--- src/verilog/rtof_pkg.sv ---
// Purpose: shared constants and types of the resistance to frequency converter
// Assumes: 32-bit AXI4-Lite register bus, one word per register
// Notes:   offsets are byte addresses
`default_nettype none

package rtof_pkg;

	// ------------------------------------------------------------
	// sizes
	// ------------------------------------------------------------
	localparam int ADDR_W          = 6;
	localparam int NUM_SENSE       = 2;
	localparam int NUM_DRIVE       = 6;
	localparam int DED_W           = 16;
	localparam int TIMER_ONE_W     = 6;
	localparam int TIMER_TWO_W     = 12;
	localparam int TIMER_THREE_W   = 18;
	localparam int REF_DIV_DEFAULT = 8;

	// ------------------------------------------------------------
	// register offsets
	// ------------------------------------------------------------
	localparam logic [ADDR_W-1:0] OFF_ENABLE      = 6'h00;
	localparam logic [ADDR_W-1:0] OFF_DISABLE     = 6'h04;
	localparam logic [ADDR_W-1:0] OFF_DIR         = 6'h08;
	localparam logic [ADDR_W-1:0] OFF_SELECT      = 6'h0C;
	localparam logic [ADDR_W-1:0] OFF_NIBBLE0     = 6'h10;
	localparam logic [ADDR_W-1:0] OFF_NIBBLE3     = 6'h1C;
	localparam logic [ADDR_W-1:0] OFF_OVF         = 6'h20;
	localparam logic [ADDR_W-1:0] OFF_TIMER_ONE   = 6'h24;
	localparam logic [ADDR_W-1:0] OFF_TIMER_TWO   = 6'h28;
	localparam logic [ADDR_W-1:0] OFF_TIMER_THREE = 6'h2C;

	// status fields of the enable register on read
	localparam int EN_POS   = 0;
	localparam int RUN_POS  = 2;
	localparam int DONE_POS = 4;

	// reset values
	localparam logic [NUM_DRIVE-1:0] DIR_RESET = 6'h00;
	localparam logic [5:0]           SEL_RESET = 6'h10;

	localparam logic [1:0] RESP_OKAY   = 2'h0;
	localparam logic [1:0] RESP_SLVERR = 2'h2;

	// ------------------------------------------------------------
	// types
	// ------------------------------------------------------------
	typedef enum logic [1:0] {CTR_DEDICATED, CTR_TIMER_ONE, CTR_TIMER_TWO,
		CTR_TIMER_THREE} ctr_type;
	typedef enum logic [1:0] {GATE_SOFTWARE, GATE_TIMER_TWO, GATE_ONE_CYCLE,
		GATE_HIGH_LEVEL} gate_type;
	typedef enum logic [1:0] {CYC_IDLE, CYC_ARMED, CYC_COUNT, CYC_DONE} cyc_state_type;

	typedef struct packed {
		logic     src_b;
		logic     src_a;
		gate_type gate;
		ctr_type  ctr;
	} sel_type;

endpackage

`default_nettype wire

--- src/verilog/countdown_timer.sv ---
// Purpose: down counter preset to its maximum, stopping at zero
// Assumes: load and dec are one-cycle strobes
// Notes:   load wins over dec
`timescale 1ns/100ps
`default_nettype none

module countdown_timer #(
	parameter int WIDTH = 6
) (
	input  wire logic             sys_clk,
	input  wire logic             rst,
	input  wire logic             load,
	input  wire logic             dec,
	output logic      [WIDTH-1:0] value,
	output logic                  running
);
	import rtof_pkg::*;

	logic [WIDTH-1:0] value_r;

	always_ff @(posedge sys_clk) begin
		if (rst)
			value_r <= '0;
		else if (load)
			value_r <= '1;
		else if (dec && running)
			value_r <= value_r - WIDTH'(1);
	end

	assign value   = value_r;
	assign running = value_r != '0;
endmodule // countdown_timer

`default_nettype wire

--- src/verilog/resistance_freq_converter.sv ---
// Purpose: resistance/capacitance to frequency converter with counter and bus slave
// Assumes: sense inputs asynchronous, synchronised here; AXI4-Lite on sys_clk
// Notes:   mask options are module parameters
`timescale 1ns/100ps
`default_nettype none

module resistance_freq_converter #(
	parameter int         REF_DIV  = rtof_pkg::REF_DIV_DEFAULT,
	parameter logic [5:0] PIN_CHAN = 6'h38,
	parameter logic [5:0] PIN_CAP  = 6'h00,
	parameter logic [1:0] LOW_IMP  = 2'h3,
	parameter bit         RESTART  = 1'b0,
	parameter int         T1_W     = rtof_pkg::TIMER_ONE_W,
	parameter int         T2_W     = rtof_pkg::TIMER_TWO_W,
	parameter int         T3_W     = rtof_pkg::TIMER_THREE_W
) (
	input  wire logic                         sys_clk,
	input  wire logic                         rst,
	input  wire logic [rtof_pkg::ADDR_W-1:0]  s_axi_awaddr,
	input  wire logic                         s_axi_awvalid,
	output logic                              s_axi_awready,
	input  wire logic [31:0]                  s_axi_wdata,
	input  wire logic [3:0]                   s_axi_wstrb,
	input  wire logic                         s_axi_wvalid,
	output logic                              s_axi_wready,
	output logic [1:0]                        s_axi_bresp,
	output logic                              s_axi_bvalid,
	input  wire logic                         s_axi_bready,
	input  wire logic [rtof_pkg::ADDR_W-1:0]  s_axi_araddr,
	input  wire logic                         s_axi_arvalid,
	output logic                              s_axi_arready,
	output logic [31:0]                       s_axi_rdata,
	output logic [1:0]                        s_axi_rresp,
	output logic                              s_axi_rvalid,
	input  wire logic                         s_axi_rready,
	input  wire logic                         sense_input_a,
	input  wire logic                         sense_input_b,
	output logic                              sense_a_pull_low,
	output logic                              sense_b_pull_low,
	output logic [rtof_pkg::NUM_DRIVE-1:0]    drive_pins_out,
	output logic [rtof_pkg::NUM_DRIVE-1:0]    drive_pins_oe
);
	import rtof_pkg::*;

	function automatic logic addr_known(input logic [ADDR_W-1:0] a);
		return (a[1:0] == 2'h0) && (a <= OFF_TIMER_THREE);
	endfunction

	// ------------------------------------------------------------
	// bus slave
	// ------------------------------------------------------------
	logic                aw_held_r;
	logic                w_held_r;
	logic [ADDR_W-1:0]   awaddr_r;
	logic [31:0]         wdata_r;
	logic                wstrb0_r;
	logic                bvalid_r;
	logic [1:0]          bresp_r;
	logic                rvalid_r;
	logic [31:0]         rdata_r;
	logic [1:0]          rresp_r;
	logic [31:0]         rd_word;

	assign s_axi_awready = !aw_held_r;
	assign s_axi_wready  = !w_held_r;
	assign s_axi_arready = !rvalid_r;
	assign s_axi_bvalid  = bvalid_r;
	assign s_axi_bresp   = bresp_r;
	assign s_axi_rvalid  = rvalid_r;
	assign s_axi_rdata   = rdata_r;
	assign s_axi_rresp   = rresp_r;

	wire do_wr  = aw_held_r & w_held_r & !bvalid_r;
	// all writable fields sit in byte 0, so only that lane matters
	wire wr_en  = do_wr & wstrb0_r & addr_known(awaddr_r);
	wire wr_set = wr_en & (awaddr_r == OFF_ENABLE);
	wire wr_clr = wr_en & (awaddr_r == OFF_DISABLE);
	wire wr_dir = wr_en & (awaddr_r == OFF_DIR);
	wire wr_sel = wr_en & (awaddr_r == OFF_SELECT);

	always_ff @(posedge sys_clk) begin
		if (rst) begin
			aw_held_r <= 1'b0;
			awaddr_r  <= '0;
		end else if (s_axi_awvalid && !aw_held_r) begin
			aw_held_r <= 1'b1;
			awaddr_r  <= s_axi_awaddr;
		end else if (do_wr) begin
			aw_held_r <= 1'b0;
		end
	end

	always_ff @(posedge sys_clk) begin
		if (rst) begin
			w_held_r <= 1'b0;
			wdata_r  <= '0;
			wstrb0_r <= 1'b0;
		end else if (s_axi_wvalid && !w_held_r) begin
			w_held_r <= 1'b1;
			wdata_r  <= s_axi_wdata;
			wstrb0_r <= s_axi_wstrb[0];
		end else if (do_wr) begin
			w_held_r <= 1'b0;
		end
	end

	always_ff @(posedge sys_clk) begin
		if (rst) begin
			bvalid_r <= 1'b0;
			bresp_r  <= RESP_OKAY;
		end else if (do_wr) begin
			bvalid_r <= 1'b1;
			bresp_r  <= addr_known(awaddr_r) ? RESP_OKAY : RESP_SLVERR;
		end else if (s_axi_bready) begin
			bvalid_r <= 1'b0;
		end
	end

	always_ff @(posedge sys_clk) begin
		if (rst) begin
			rvalid_r <= 1'b0;
			rdata_r  <= '0;
			rresp_r  <= RESP_OKAY;
		end else if (s_axi_arvalid && !rvalid_r) begin
			rvalid_r <= 1'b1;
			rdata_r  <= rd_word;
			rresp_r  <= addr_known(s_axi_araddr) ? RESP_OKAY : RESP_SLVERR;
		end else if (s_axi_rready) begin
			rvalid_r <= 1'b0;
		end
	end

	// ------------------------------------------------------------
	// command registers
	// ------------------------------------------------------------
	logic [NUM_SENSE-1:0] en_r;
	logic [NUM_DRIVE-1:0] dir_r;
	sel_type              sel_r;

	wire [NUM_SENSE-1:0] set_bits = wr_set ? wdata_r[NUM_SENSE-1:0] : '0;
	wire [NUM_SENSE-1:0] clr_bits = wr_clr ? wdata_r[NUM_SENSE-1:0] : '0;
	wire                 en_cmd   = |set_bits;

	always_ff @(posedge sys_clk) begin
		if (rst)
			en_r <= '0;
		else
			en_r <= (en_r | set_bits) & ~clr_bits;
	end

	always_ff @(posedge sys_clk) begin
		if (rst) begin
			dir_r <= DIR_RESET;
			sel_r <= sel_type'(SEL_RESET);
		end else begin
			if (wr_dir)
				dir_r <= wdata_r[NUM_DRIVE-1:0];
			if (wr_sel)
				sel_r <= sel_type'(wdata_r[5:0]);
		end
	end

	// ------------------------------------------------------------
	// sense inputs and oscillator drive
	// ------------------------------------------------------------
	logic [NUM_SENSE-1:0] sense_lvl;
	logic [NUM_SENSE-1:0] sense_rise;
	logic [NUM_SENSE-1:0] osc_run;
	logic [NUM_DRIVE-1:0] oe_nxt;
	logic [NUM_DRIVE-1:0] out_nxt;
	logic [NUM_DRIVE-1:0] drive_oe_r;
	logic [NUM_DRIVE-1:0] drive_out_r;
	logic [NUM_SENSE-1:0] pull_low_r;

	sense_sync #(.WIDTH(NUM_SENSE)) u_sense_sync (
		.sys_clk (sys_clk),
		.rst     (rst),
		.din     ({sense_input_b, sense_input_a}),
		.level   (sense_lvl),
		.rise    (sense_rise)
	);

	for (genvar ch = 0; ch < NUM_SENSE; ch++) begin : g_chan
		wire [NUM_DRIVE-1:0] mask = (ch == 0) ? ~PIN_CHAN : PIN_CHAN;
		// a capacitor pin must have been grounded a cycle before the resistor pin drives
		wire cap_wait = |(dir_r & PIN_CAP & mask & ~drive_oe_r);
		assign osc_run[ch] = en_r[ch] & |(dir_r & ~PIN_CAP & mask) & !cap_wait;
	end

	for (genvar i = 0; i < NUM_DRIVE; i++) begin : g_pin
		wire run = osc_run[PIN_CHAN[i]];
		// capacitor pins only ever sink; resistor pins feed back the inverted sense level
		assign oe_nxt[i]  = dir_r[i] & (PIN_CAP[i] | run);
		assign out_nxt[i] = !PIN_CAP[i] & run & !sense_lvl[PIN_CHAN[i]];
	end

	always_ff @(posedge sys_clk) begin
		if (rst) begin
			drive_oe_r  <= '0;
			drive_out_r <= '0;
			pull_low_r  <= '0;
		end else begin
			drive_oe_r  <= oe_nxt;
			drive_out_r <= out_nxt;
			pull_low_r  <= LOW_IMP & ~osc_run;
		end
	end

	assign drive_pins_oe    = drive_oe_r;
	assign drive_pins_out   = drive_out_r;
	assign sense_a_pull_low = pull_low_r[0];
	assign sense_b_pull_low = pull_low_r[1];

	// ------------------------------------------------------------
	// gating and count events
	// ------------------------------------------------------------
	logic [15:0]          ref_cnt_r;
	cyc_state_type        cyc_r;
	cyc_state_type        cyc_nxt;
	logic                 gate_open;
	logic                 t2_run;

	wire [NUM_SENSE-1:0] src      = {sel_r.src_b, sel_r.src_a};
	wire                 ref_tick = ref_cnt_r == 16'(REF_DIV - 1);
	wire                 pin_ev   = |(src & en_r & sense_rise);
	wire                 pin_high = |(src & en_r & sense_lvl);
	wire                 pin_gate = (sel_r.gate == GATE_SOFTWARE) || (sel_r.gate == GATE_TIMER_TWO);
	// one-cycle and high-level gating count the internal reference, not the sense clock
	wire                 src_ev   = pin_gate ? pin_ev : ref_tick;
	wire                 cnt_ev   = gate_open & src_ev & (|en_r) & !en_cmd;

	always_ff @(posedge sys_clk) begin
		if (rst || ref_tick)
			ref_cnt_r <= '0;
		else
			ref_cnt_r <= ref_cnt_r + 16'h0001;
	end

	always_comb begin
		unique case (sel_r.gate)
			GATE_SOFTWARE:   gate_open = 1'b1;
			GATE_TIMER_TWO:  gate_open = t2_run && (sel_r.ctr != CTR_TIMER_TWO);
			GATE_ONE_CYCLE:  gate_open = cyc_r == CYC_COUNT;
			GATE_HIGH_LEVEL: gate_open = pin_high;
		endcase
	end

	always_comb begin
		cyc_nxt = cyc_r;
		if (en_cmd)
			cyc_nxt = CYC_ARMED;
		else if (en_r == '0)
			cyc_nxt = CYC_IDLE;
		else begin
			unique case (cyc_r)
				CYC_IDLE:  cyc_nxt = CYC_IDLE;
				CYC_ARMED: cyc_nxt = pin_ev ? CYC_COUNT : CYC_ARMED;
				CYC_COUNT: cyc_nxt = pin_ev ? CYC_DONE : CYC_COUNT;
				CYC_DONE:  cyc_nxt = CYC_DONE;
			endcase
		end
	end

	always_ff @(posedge sys_clk) begin
		if (rst)
			cyc_r <= CYC_IDLE;
		else
			cyc_r <= cyc_nxt;
	end

	// ------------------------------------------------------------
	// counters
	// ------------------------------------------------------------
	logic [DED_W-1:0] ded_cnt_r;
	logic             ovf_r;
	logic             ded_halt_r;
	logic [T1_W-1:0]  t1_val;
	logic [T2_W-1:0]  t2_val;
	logic [T3_W-1:0]  t3_val;
	logic             t1_run;
	logic             t3_run;

	wire ded_ev  = cnt_ev & (sel_r.ctr == CTR_DEDICATED) & !ded_halt_r;
	wire ded_top = ded_cnt_r == '1;
	wire t2_gate = (sel_r.gate == GATE_TIMER_TWO) & (sel_r.ctr != CTR_TIMER_TWO);
	wire t2_dec  = (sel_r.ctr == CTR_TIMER_TWO) ? cnt_ev : (t2_gate & ref_tick & (|en_r));

	always_ff @(posedge sys_clk) begin
		if (rst || en_cmd) begin
			ded_cnt_r  <= '0;
			ovf_r      <= 1'b0;
			ded_halt_r <= 1'b0;
		end else if (ded_ev) begin
			ded_cnt_r <= ded_cnt_r + DED_W'(1);
			if (ded_top) begin
				ovf_r      <= RESTART ? !ovf_r : 1'b1;
				ded_halt_r <= !RESTART;
			end
		end
	end

	countdown_timer #(.WIDTH(T1_W)) u_timer_one (
		.sys_clk (sys_clk),
		.rst     (rst),
		.load    (en_cmd && (sel_r.ctr == CTR_TIMER_ONE)),
		.dec     (cnt_ev && (sel_r.ctr == CTR_TIMER_ONE)),
		.value   (t1_val),
		.running (t1_run)
	);

	countdown_timer #(.WIDTH(T2_W)) u_timer_two (
		.sys_clk (sys_clk),
		.rst     (rst),
		.load    (en_cmd && ((sel_r.ctr == CTR_TIMER_TWO) || t2_gate)),
		.dec     (t2_dec),
		.value   (t2_val),
		.running (t2_run)
	);

	countdown_timer #(.WIDTH(T3_W)) u_timer_three (
		.sys_clk (sys_clk),
		.rst     (rst),
		.load    (en_cmd && (sel_r.ctr == CTR_TIMER_THREE)),
		.dec     (cnt_ev && (sel_r.ctr == CTR_TIMER_THREE)),
		.value   (t3_val),
		.running (t3_run)
	);

	// ------------------------------------------------------------
	// read data
	// ------------------------------------------------------------
	wire [ADDR_W-1:0] ra     = s_axi_araddr;
	wire              ra_nib = (ra >= OFF_NIBBLE0) && (ra <= OFF_NIBBLE3);

	always_comb begin
		rd_word = '0;
		if (ra_nib)
			rd_word[3:0] = 4'(ded_cnt_r >> {ra[3:2], 2'h0});
		else begin
			unique case (ra)
				OFF_ENABLE: begin
					rd_word[EN_POS +: NUM_SENSE]  = en_r;
					rd_word[RUN_POS +: NUM_SENSE] = osc_run;
					rd_word[DONE_POS]             = cyc_r == CYC_DONE;
				end
				OFF_DIR:         rd_word[NUM_DRIVE-1:0] = dir_r;
				OFF_SELECT:      rd_word[5:0] = sel_r;
				OFF_OVF:         rd_word[0] = ovf_r;
				OFF_TIMER_ONE:   rd_word = 32'(t1_val);
				OFF_TIMER_TWO:   rd_word = 32'(t2_val);
				OFF_TIMER_THREE: rd_word = 32'(t3_val);
				default:         rd_word = '0;
			endcase
		end
	end
endmodule // resistance_freq_converter

`default_nettype wire

--- src/verilog/sense_sync.sv ---
// Purpose: two-flop synchroniser and rising edge detect for the sense inputs
// Assumes: inputs are free-running oscillator levels
// Notes:   the first stage feeds only the second stage
`timescale 1ns/100ps
`default_nettype none

module sense_sync #(
	parameter int WIDTH = 2
) (
	input  wire logic             sys_clk,
	input  wire logic             rst,
	input  wire logic [WIDTH-1:0] din,
	output logic      [WIDTH-1:0] level,
	output logic      [WIDTH-1:0] rise
);
	import rtof_pkg::*;

	logic [WIDTH-1:0] meta_r;
	logic [WIDTH-1:0] sync_r;
	logic [WIDTH-1:0] last_r;

	always_ff @(posedge sys_clk) begin
		if (rst) begin
			meta_r <= '0;
			sync_r <= '0;
			last_r <= '0;
		end else begin
			meta_r <= din;
			sync_r <= meta_r;
			last_r <= sync_r;
		end
	end

	assign level = sync_r;
	assign rise  = sync_r & ~last_r;

endmodule // sense_sync

`default_nettype wire
--- config.mk ---
export PLATFORM = sky130hd
export DESIGN_NAME = resistance_freq_converter
export DESIGN_NICKNAME = d
export VERILOG_FILES = /design/src/verilog/rtof_pkg.sv /design/src/verilog/countdown_timer.sv /design/src/verilog/resistance_freq_converter.sv /design/src/verilog/sense_sync.sv
export SDC_FILE = /design/constraint.sdc
export NUM_CORES = 1
export LEC_CHECK = 0
export ABC_AREA = 1
export BUFFER_PORTS_ARGS = -buffer_cell sky130_fd_sc_hd__buf_2
export CAP_MARGIN = 20
export CORE_AREA = 2 2 126 128
export CTS_CLUSTER_DIAMETER = 150
export DETAILED_ROUTE_END_ITERATION = 6
export DIE_AREA = 0 0 128 130
export PLACE_DENSITY = 0.65
export REMOVE_ABC_BUFFERS = 1
export SLEW_MARGIN = 20
export SYNTH_ARGS = -nofsm -noshare
export SYNTH_HDL_FRONTEND = slang
export SYNTH_SLANG_ARGS = --single-unit
--- constraint.sdc ---
create_clock -name sys_clk -period 3.3 [get_ports sys_clk]
set_input_delay 0.99 -clock sys_clk [delete_from_list [all_inputs] [get_ports sys_clk]]
set_output_delay 0.99 -clock sys_clk [all_outputs]
set_load 0.05 [all_outputs]
==> load_flow_metrics.sql <==
INSERT INTO impl_metrics (metric_group, metric, value, unit) VALUES
('layout', 'nNetsFinal', '1179', ''),
('synthesis', 'post-synth-top-count-cell', 'nand2_1', ''),
('synthesis', 'synth.ff_latch_count', '138', ''),
('detailed_routing', 'num_vias', '6847', ''),
('floorplan', 'floorplan.die.width', '128', 'um'),
('placement', 'gp_congestion', '0.857', ''),
('timing', 'finalWorstPathRequiredPeriod', '2.45', 'ns'),
('clock_network', 'clock_tree.htree_level_count', '4', ''),
('critical_path', 'kind_of_start_point_of_the_critical_path', 'register', ''),
('floorplan', 'rows', '46', ''),
('timing', 'setup-tns-final', '0', 'ns'),
('clock_network', 'cts_tree', 'yes', ''),
('grt', 'global_route_wire_length_before_repair', '29200', 'um'),
('grt', 'grt_start_max_net_pins', '58', ''),
('detailed_routing', 'detail-route-antenna-nets', '0', ''),
('critical_path', 'critPathCaptureType', 'register', ''),
('layout', 'final_layout_size_suffix_gt1_share', '13.1', '%'),
('synthesis', 'synth_seq_area_share', '38.6', '%'),
('floorplan', 'start_util', '46.4', '%'),
('synthesis', 'postSynth.topFlopCell', 'dfxtp_1', ''),
('detailed_routing', '1st_iter_drt_viols', '489', ''),
('detailed_routing', 'drt_wl_total', '17600', 'um'),
('clock_network', 'cts_post_setup_buffers_inserted', '0', ''),
('critical_path', 'cp_max_fo', '12', ''),
('critical_path', 'worst_ep_required_time', '3.66', 'ns'),
('clock_network', 'cts-hold-fix-buffers', '0', ''),
('clock_network', 'clockRootBuffer', 'clkbuf_16', ''),
('floorplan', 'pin_count', '112', ''),
('timing', 'maxClockFrequency', '408', 'MHz'),
('layout', 'fill_cells', '1563', ''),
('synthesis', 'synthesis.yosys.warnings', '0', ''),
('clock_network', 'cts_buffer_count', '17', ''),
('critical_path', 'crit_type', 'reg -> reg', ''),
('synthesis', 'mean_syn_cell_area', '6.78', 'um2'),
('power', 'power.density', '497', 'nW/um2'),
('timing', 'grt_setup_unrepaired', 'false', ''),
('synthesis', 'syn_area', '7160', 'um2'),
('synthesis', 'synth.top_cells.by_count', 'nand2_1 (207), nor2_1 (152), dfxtp_1 (138), inv_1 (124), nand3_1 (104)', ''),
('clock_network', 'cts.reportedPaths.clkPinSlew', '0.06', 'ns'),
('timing', 'min_period_over_period', '74.3', '%'),
('synthesis', 'yosys.cell_types.count', '44', ''),
('placement', 'dp_hpwl', '12500', 'um'),
('detailed_routing', 'route.detailed.vias_per_inst', '5.19', ''),
('synthesis', 'synth_top_cells_by_area', 'dfxtp_1 (39%), nand2_1 (11%), nor2_1 (8.0%)', ''),
('floorplan', 'fp.dieArea', '16600', 'um2'),
('timing', 'timing_hold_violations_final', '0', ''),
('floorplan', 'std_cell_core_area', '15400', 'um2'),
('timing', 'finalMaxSlewViolations', '0', ''),
('placement', 'place_ws', '0.733', 'ns'),
('synthesis', 'synth.largest_area_cell', 'dfxtp_1', ''),
('floorplan', 'floorplan.die.height', '130', 'um'),
('layout', 'regArea', '2760', 'um2'),
('clock_network', 'clock_insertion_delay_at_the_later_pin_of_the_skew_report', '0.43', 'ns'),
('grt', 'first_global_vias', '6001', ''),
('power', 'ir_drop', '0.000358', 'V'),
('layout', 'n_antenna_cell', '0', ''),
('grt', 'grt_antenna_before_repair', '0', ''),
('timing', 'timing_worst_slew_pin_value', '0.844', 'ns'),
('detailed_routing', 'drt_pre_antenna_iters', '5', ''),
('outcome', 'status', 'finished, final reports clean', ''),
('placement', 'port-buffer-count', '66', ''),
('grt', 'grt.total_usage', '21.8', '%'),
('timing', 'setup_ws', '0.847', 'ns'),
('grt', 'global_route.overflow_total', '0', ''),
('run', 'timing.max_cap.violations', '0', ''),
('layout', 'multi_input_comb_area', '3680', 'um2'),
('timing', 'worst_clk_skew', '0.00822', 'ns'),
('timing', 'finalSetupViolCount', '0', ''),
('timing', 'max-slew-margin-rel', '43.5', '%'),
('power', 'total_leakage_power', '3.49', 'nW'),
('worst_hold_path', 'hp-class', 'reg -> reg', ''),
('layout', 'growth_of_design_area_from_synthesis_to_finish', '14.8', '%'),
('synthesis', 'synth_edf_count', '0', ''),
('critical_path', 'timing.critical_path.arrival', '2.81', 'ns'),
('clock_network', 'ctsResizeCount', '0', ''),
('clock_network', 'cts_sinks', '138', ''),
('synthesis', 'synth_cells', '1055', ''),
('detailed_routing', 'detail_route.wl_per_cell', '13.4', 'um'),
('synthesis', 'synth_top_area_share', '38.6', '%'),
('synthesis', 'ys_async_sr_fraction', '0', '%'),
('detailed_routing', 'remaining_drc_errors', '0', ''),
('clock_network', 'cts.path.max_buffers', '2', '');
## worst max-delay path, stage by stage, from the launching register on
cell and delay, ns:
dfxtp_1 0.31, inv_1 0.16, ha_1 0.18, nand2_1 0.05, nor2_1 0.14, nand2_1 0.07
nand2_1 0.08, nor2_1 0.05, nor2_1 0.65, nand2_1 0.26, nand2_1 0.26, nor2_1 0.07
nor2_1 0.10
## logic make-up after synthesis
logic type      synth area share, %
simple gates                   33.5
other cells                  0.0524
xor+xnor                       3.06
compound gates                 12.7
fa+ha+maj                      1.22
buf+inv                        10.8
flops                          38.6
## through the flow
stage               power, mW  instance area [um2]  std cells  util (%)  hold WS [ns]
floorplan                1.92                 6910       1020         -         0.388
global placement         1.99                 7560       1288      49.0         0.390
detailed placement       2.00                 7560       1288      49.0         0.397
CTS                      4.11                 8210       1319      53.2         0.409
global route             4.21                 8210       1319      53.3         0.428
finish                   4.08                 8210       1319      53.3         0.405
## report_power, final
part / internal (mW) / switching [mW] / total, mW
Sequential: 1.70 / 0.0214 / 1.72
Combinational: 0.0577 / 0.184 / 0.242
Clock: 1.37 / 0.757 / 2.12
Total: 3.12 / 0.963 / 4.08
## state kept, by name, indices dropped and copies added (netlist names), 2 cells and up
name and flops:
wdata_r 6, en_r 2, drive_pins_oe 6, ref_cnt_r 16, sel_r 6, cyc_r 2, u_timer_one.value 6, awaddr_r 6
u_sense_sync.level 2, u_sense_sync.last_r 2, drive_pins_out 2, dir_r 6, u_sense_sync.meta_r 2, pull_low_r 2, ded_cnt_r 16, u_timer_three.value 18
s_axi_rdata 18, u_timer_two.value 12
## placed cells by master, fill, tap and decap left out, types with 10 or more instances in the layout
master     Yosys  routed
nand2_1      207     207
nor2_1       152     152
dfxtp_1      138     138
inv_1        124     124
nand3_1      104     104
a21oi_1       77      77
buf_2          1      66
o21ai_0       41      41
nor3_1        32      32
xor2_1        19      19
clkbuf_16      0      17
conb_1         1      16
nand4_1       12      12
nand2_2       12      12
a21oi_2       10      10
buf_4         22      10
## layer usage
metal | global-route usage [%] | vias up | share of wire (%)
li1 | - | 3509 | -
met1 | 29.8 | 3165 | 48
met2 | 34.7 | 149 | 46
met3 | 4.88 | 24 | 4.2
met4 | 6.72 | 0 | 1.5
met5 | 0 | - | 0
## path summary, 6_finish.rpt
path,to,slack (ns),startpoint,cells past startpoint
max reg2reg,u_timer_two.value[1],0.85,u_timer_two.value[0],12
max,u_timer_two.value[1],0.85,u_timer_two.value[0],12
min,u_sense_sync.level[1],0.41,u_sense_sync.meta_r[1],2
min reg2reg,u_sense_sync.level[1],0.41,u_sense_sync.meta_r[1],2
## final cells by class
| cell class | count | share of cell area [%] |
|---|---|---|
| clock inverter | 13 | 2.62 |
| multi-input combinational | 756 | 44.8 |
| sequential | 138 | 33.6 |
| clock buffer | 18 | 5.35 |
| tap | 192 | 2.92 |
| timing repair buffer | 76 | 4.94 |
| inverter | 126 | 5.76 |
No activity file was read; power rests on OpenSTA's default activity.
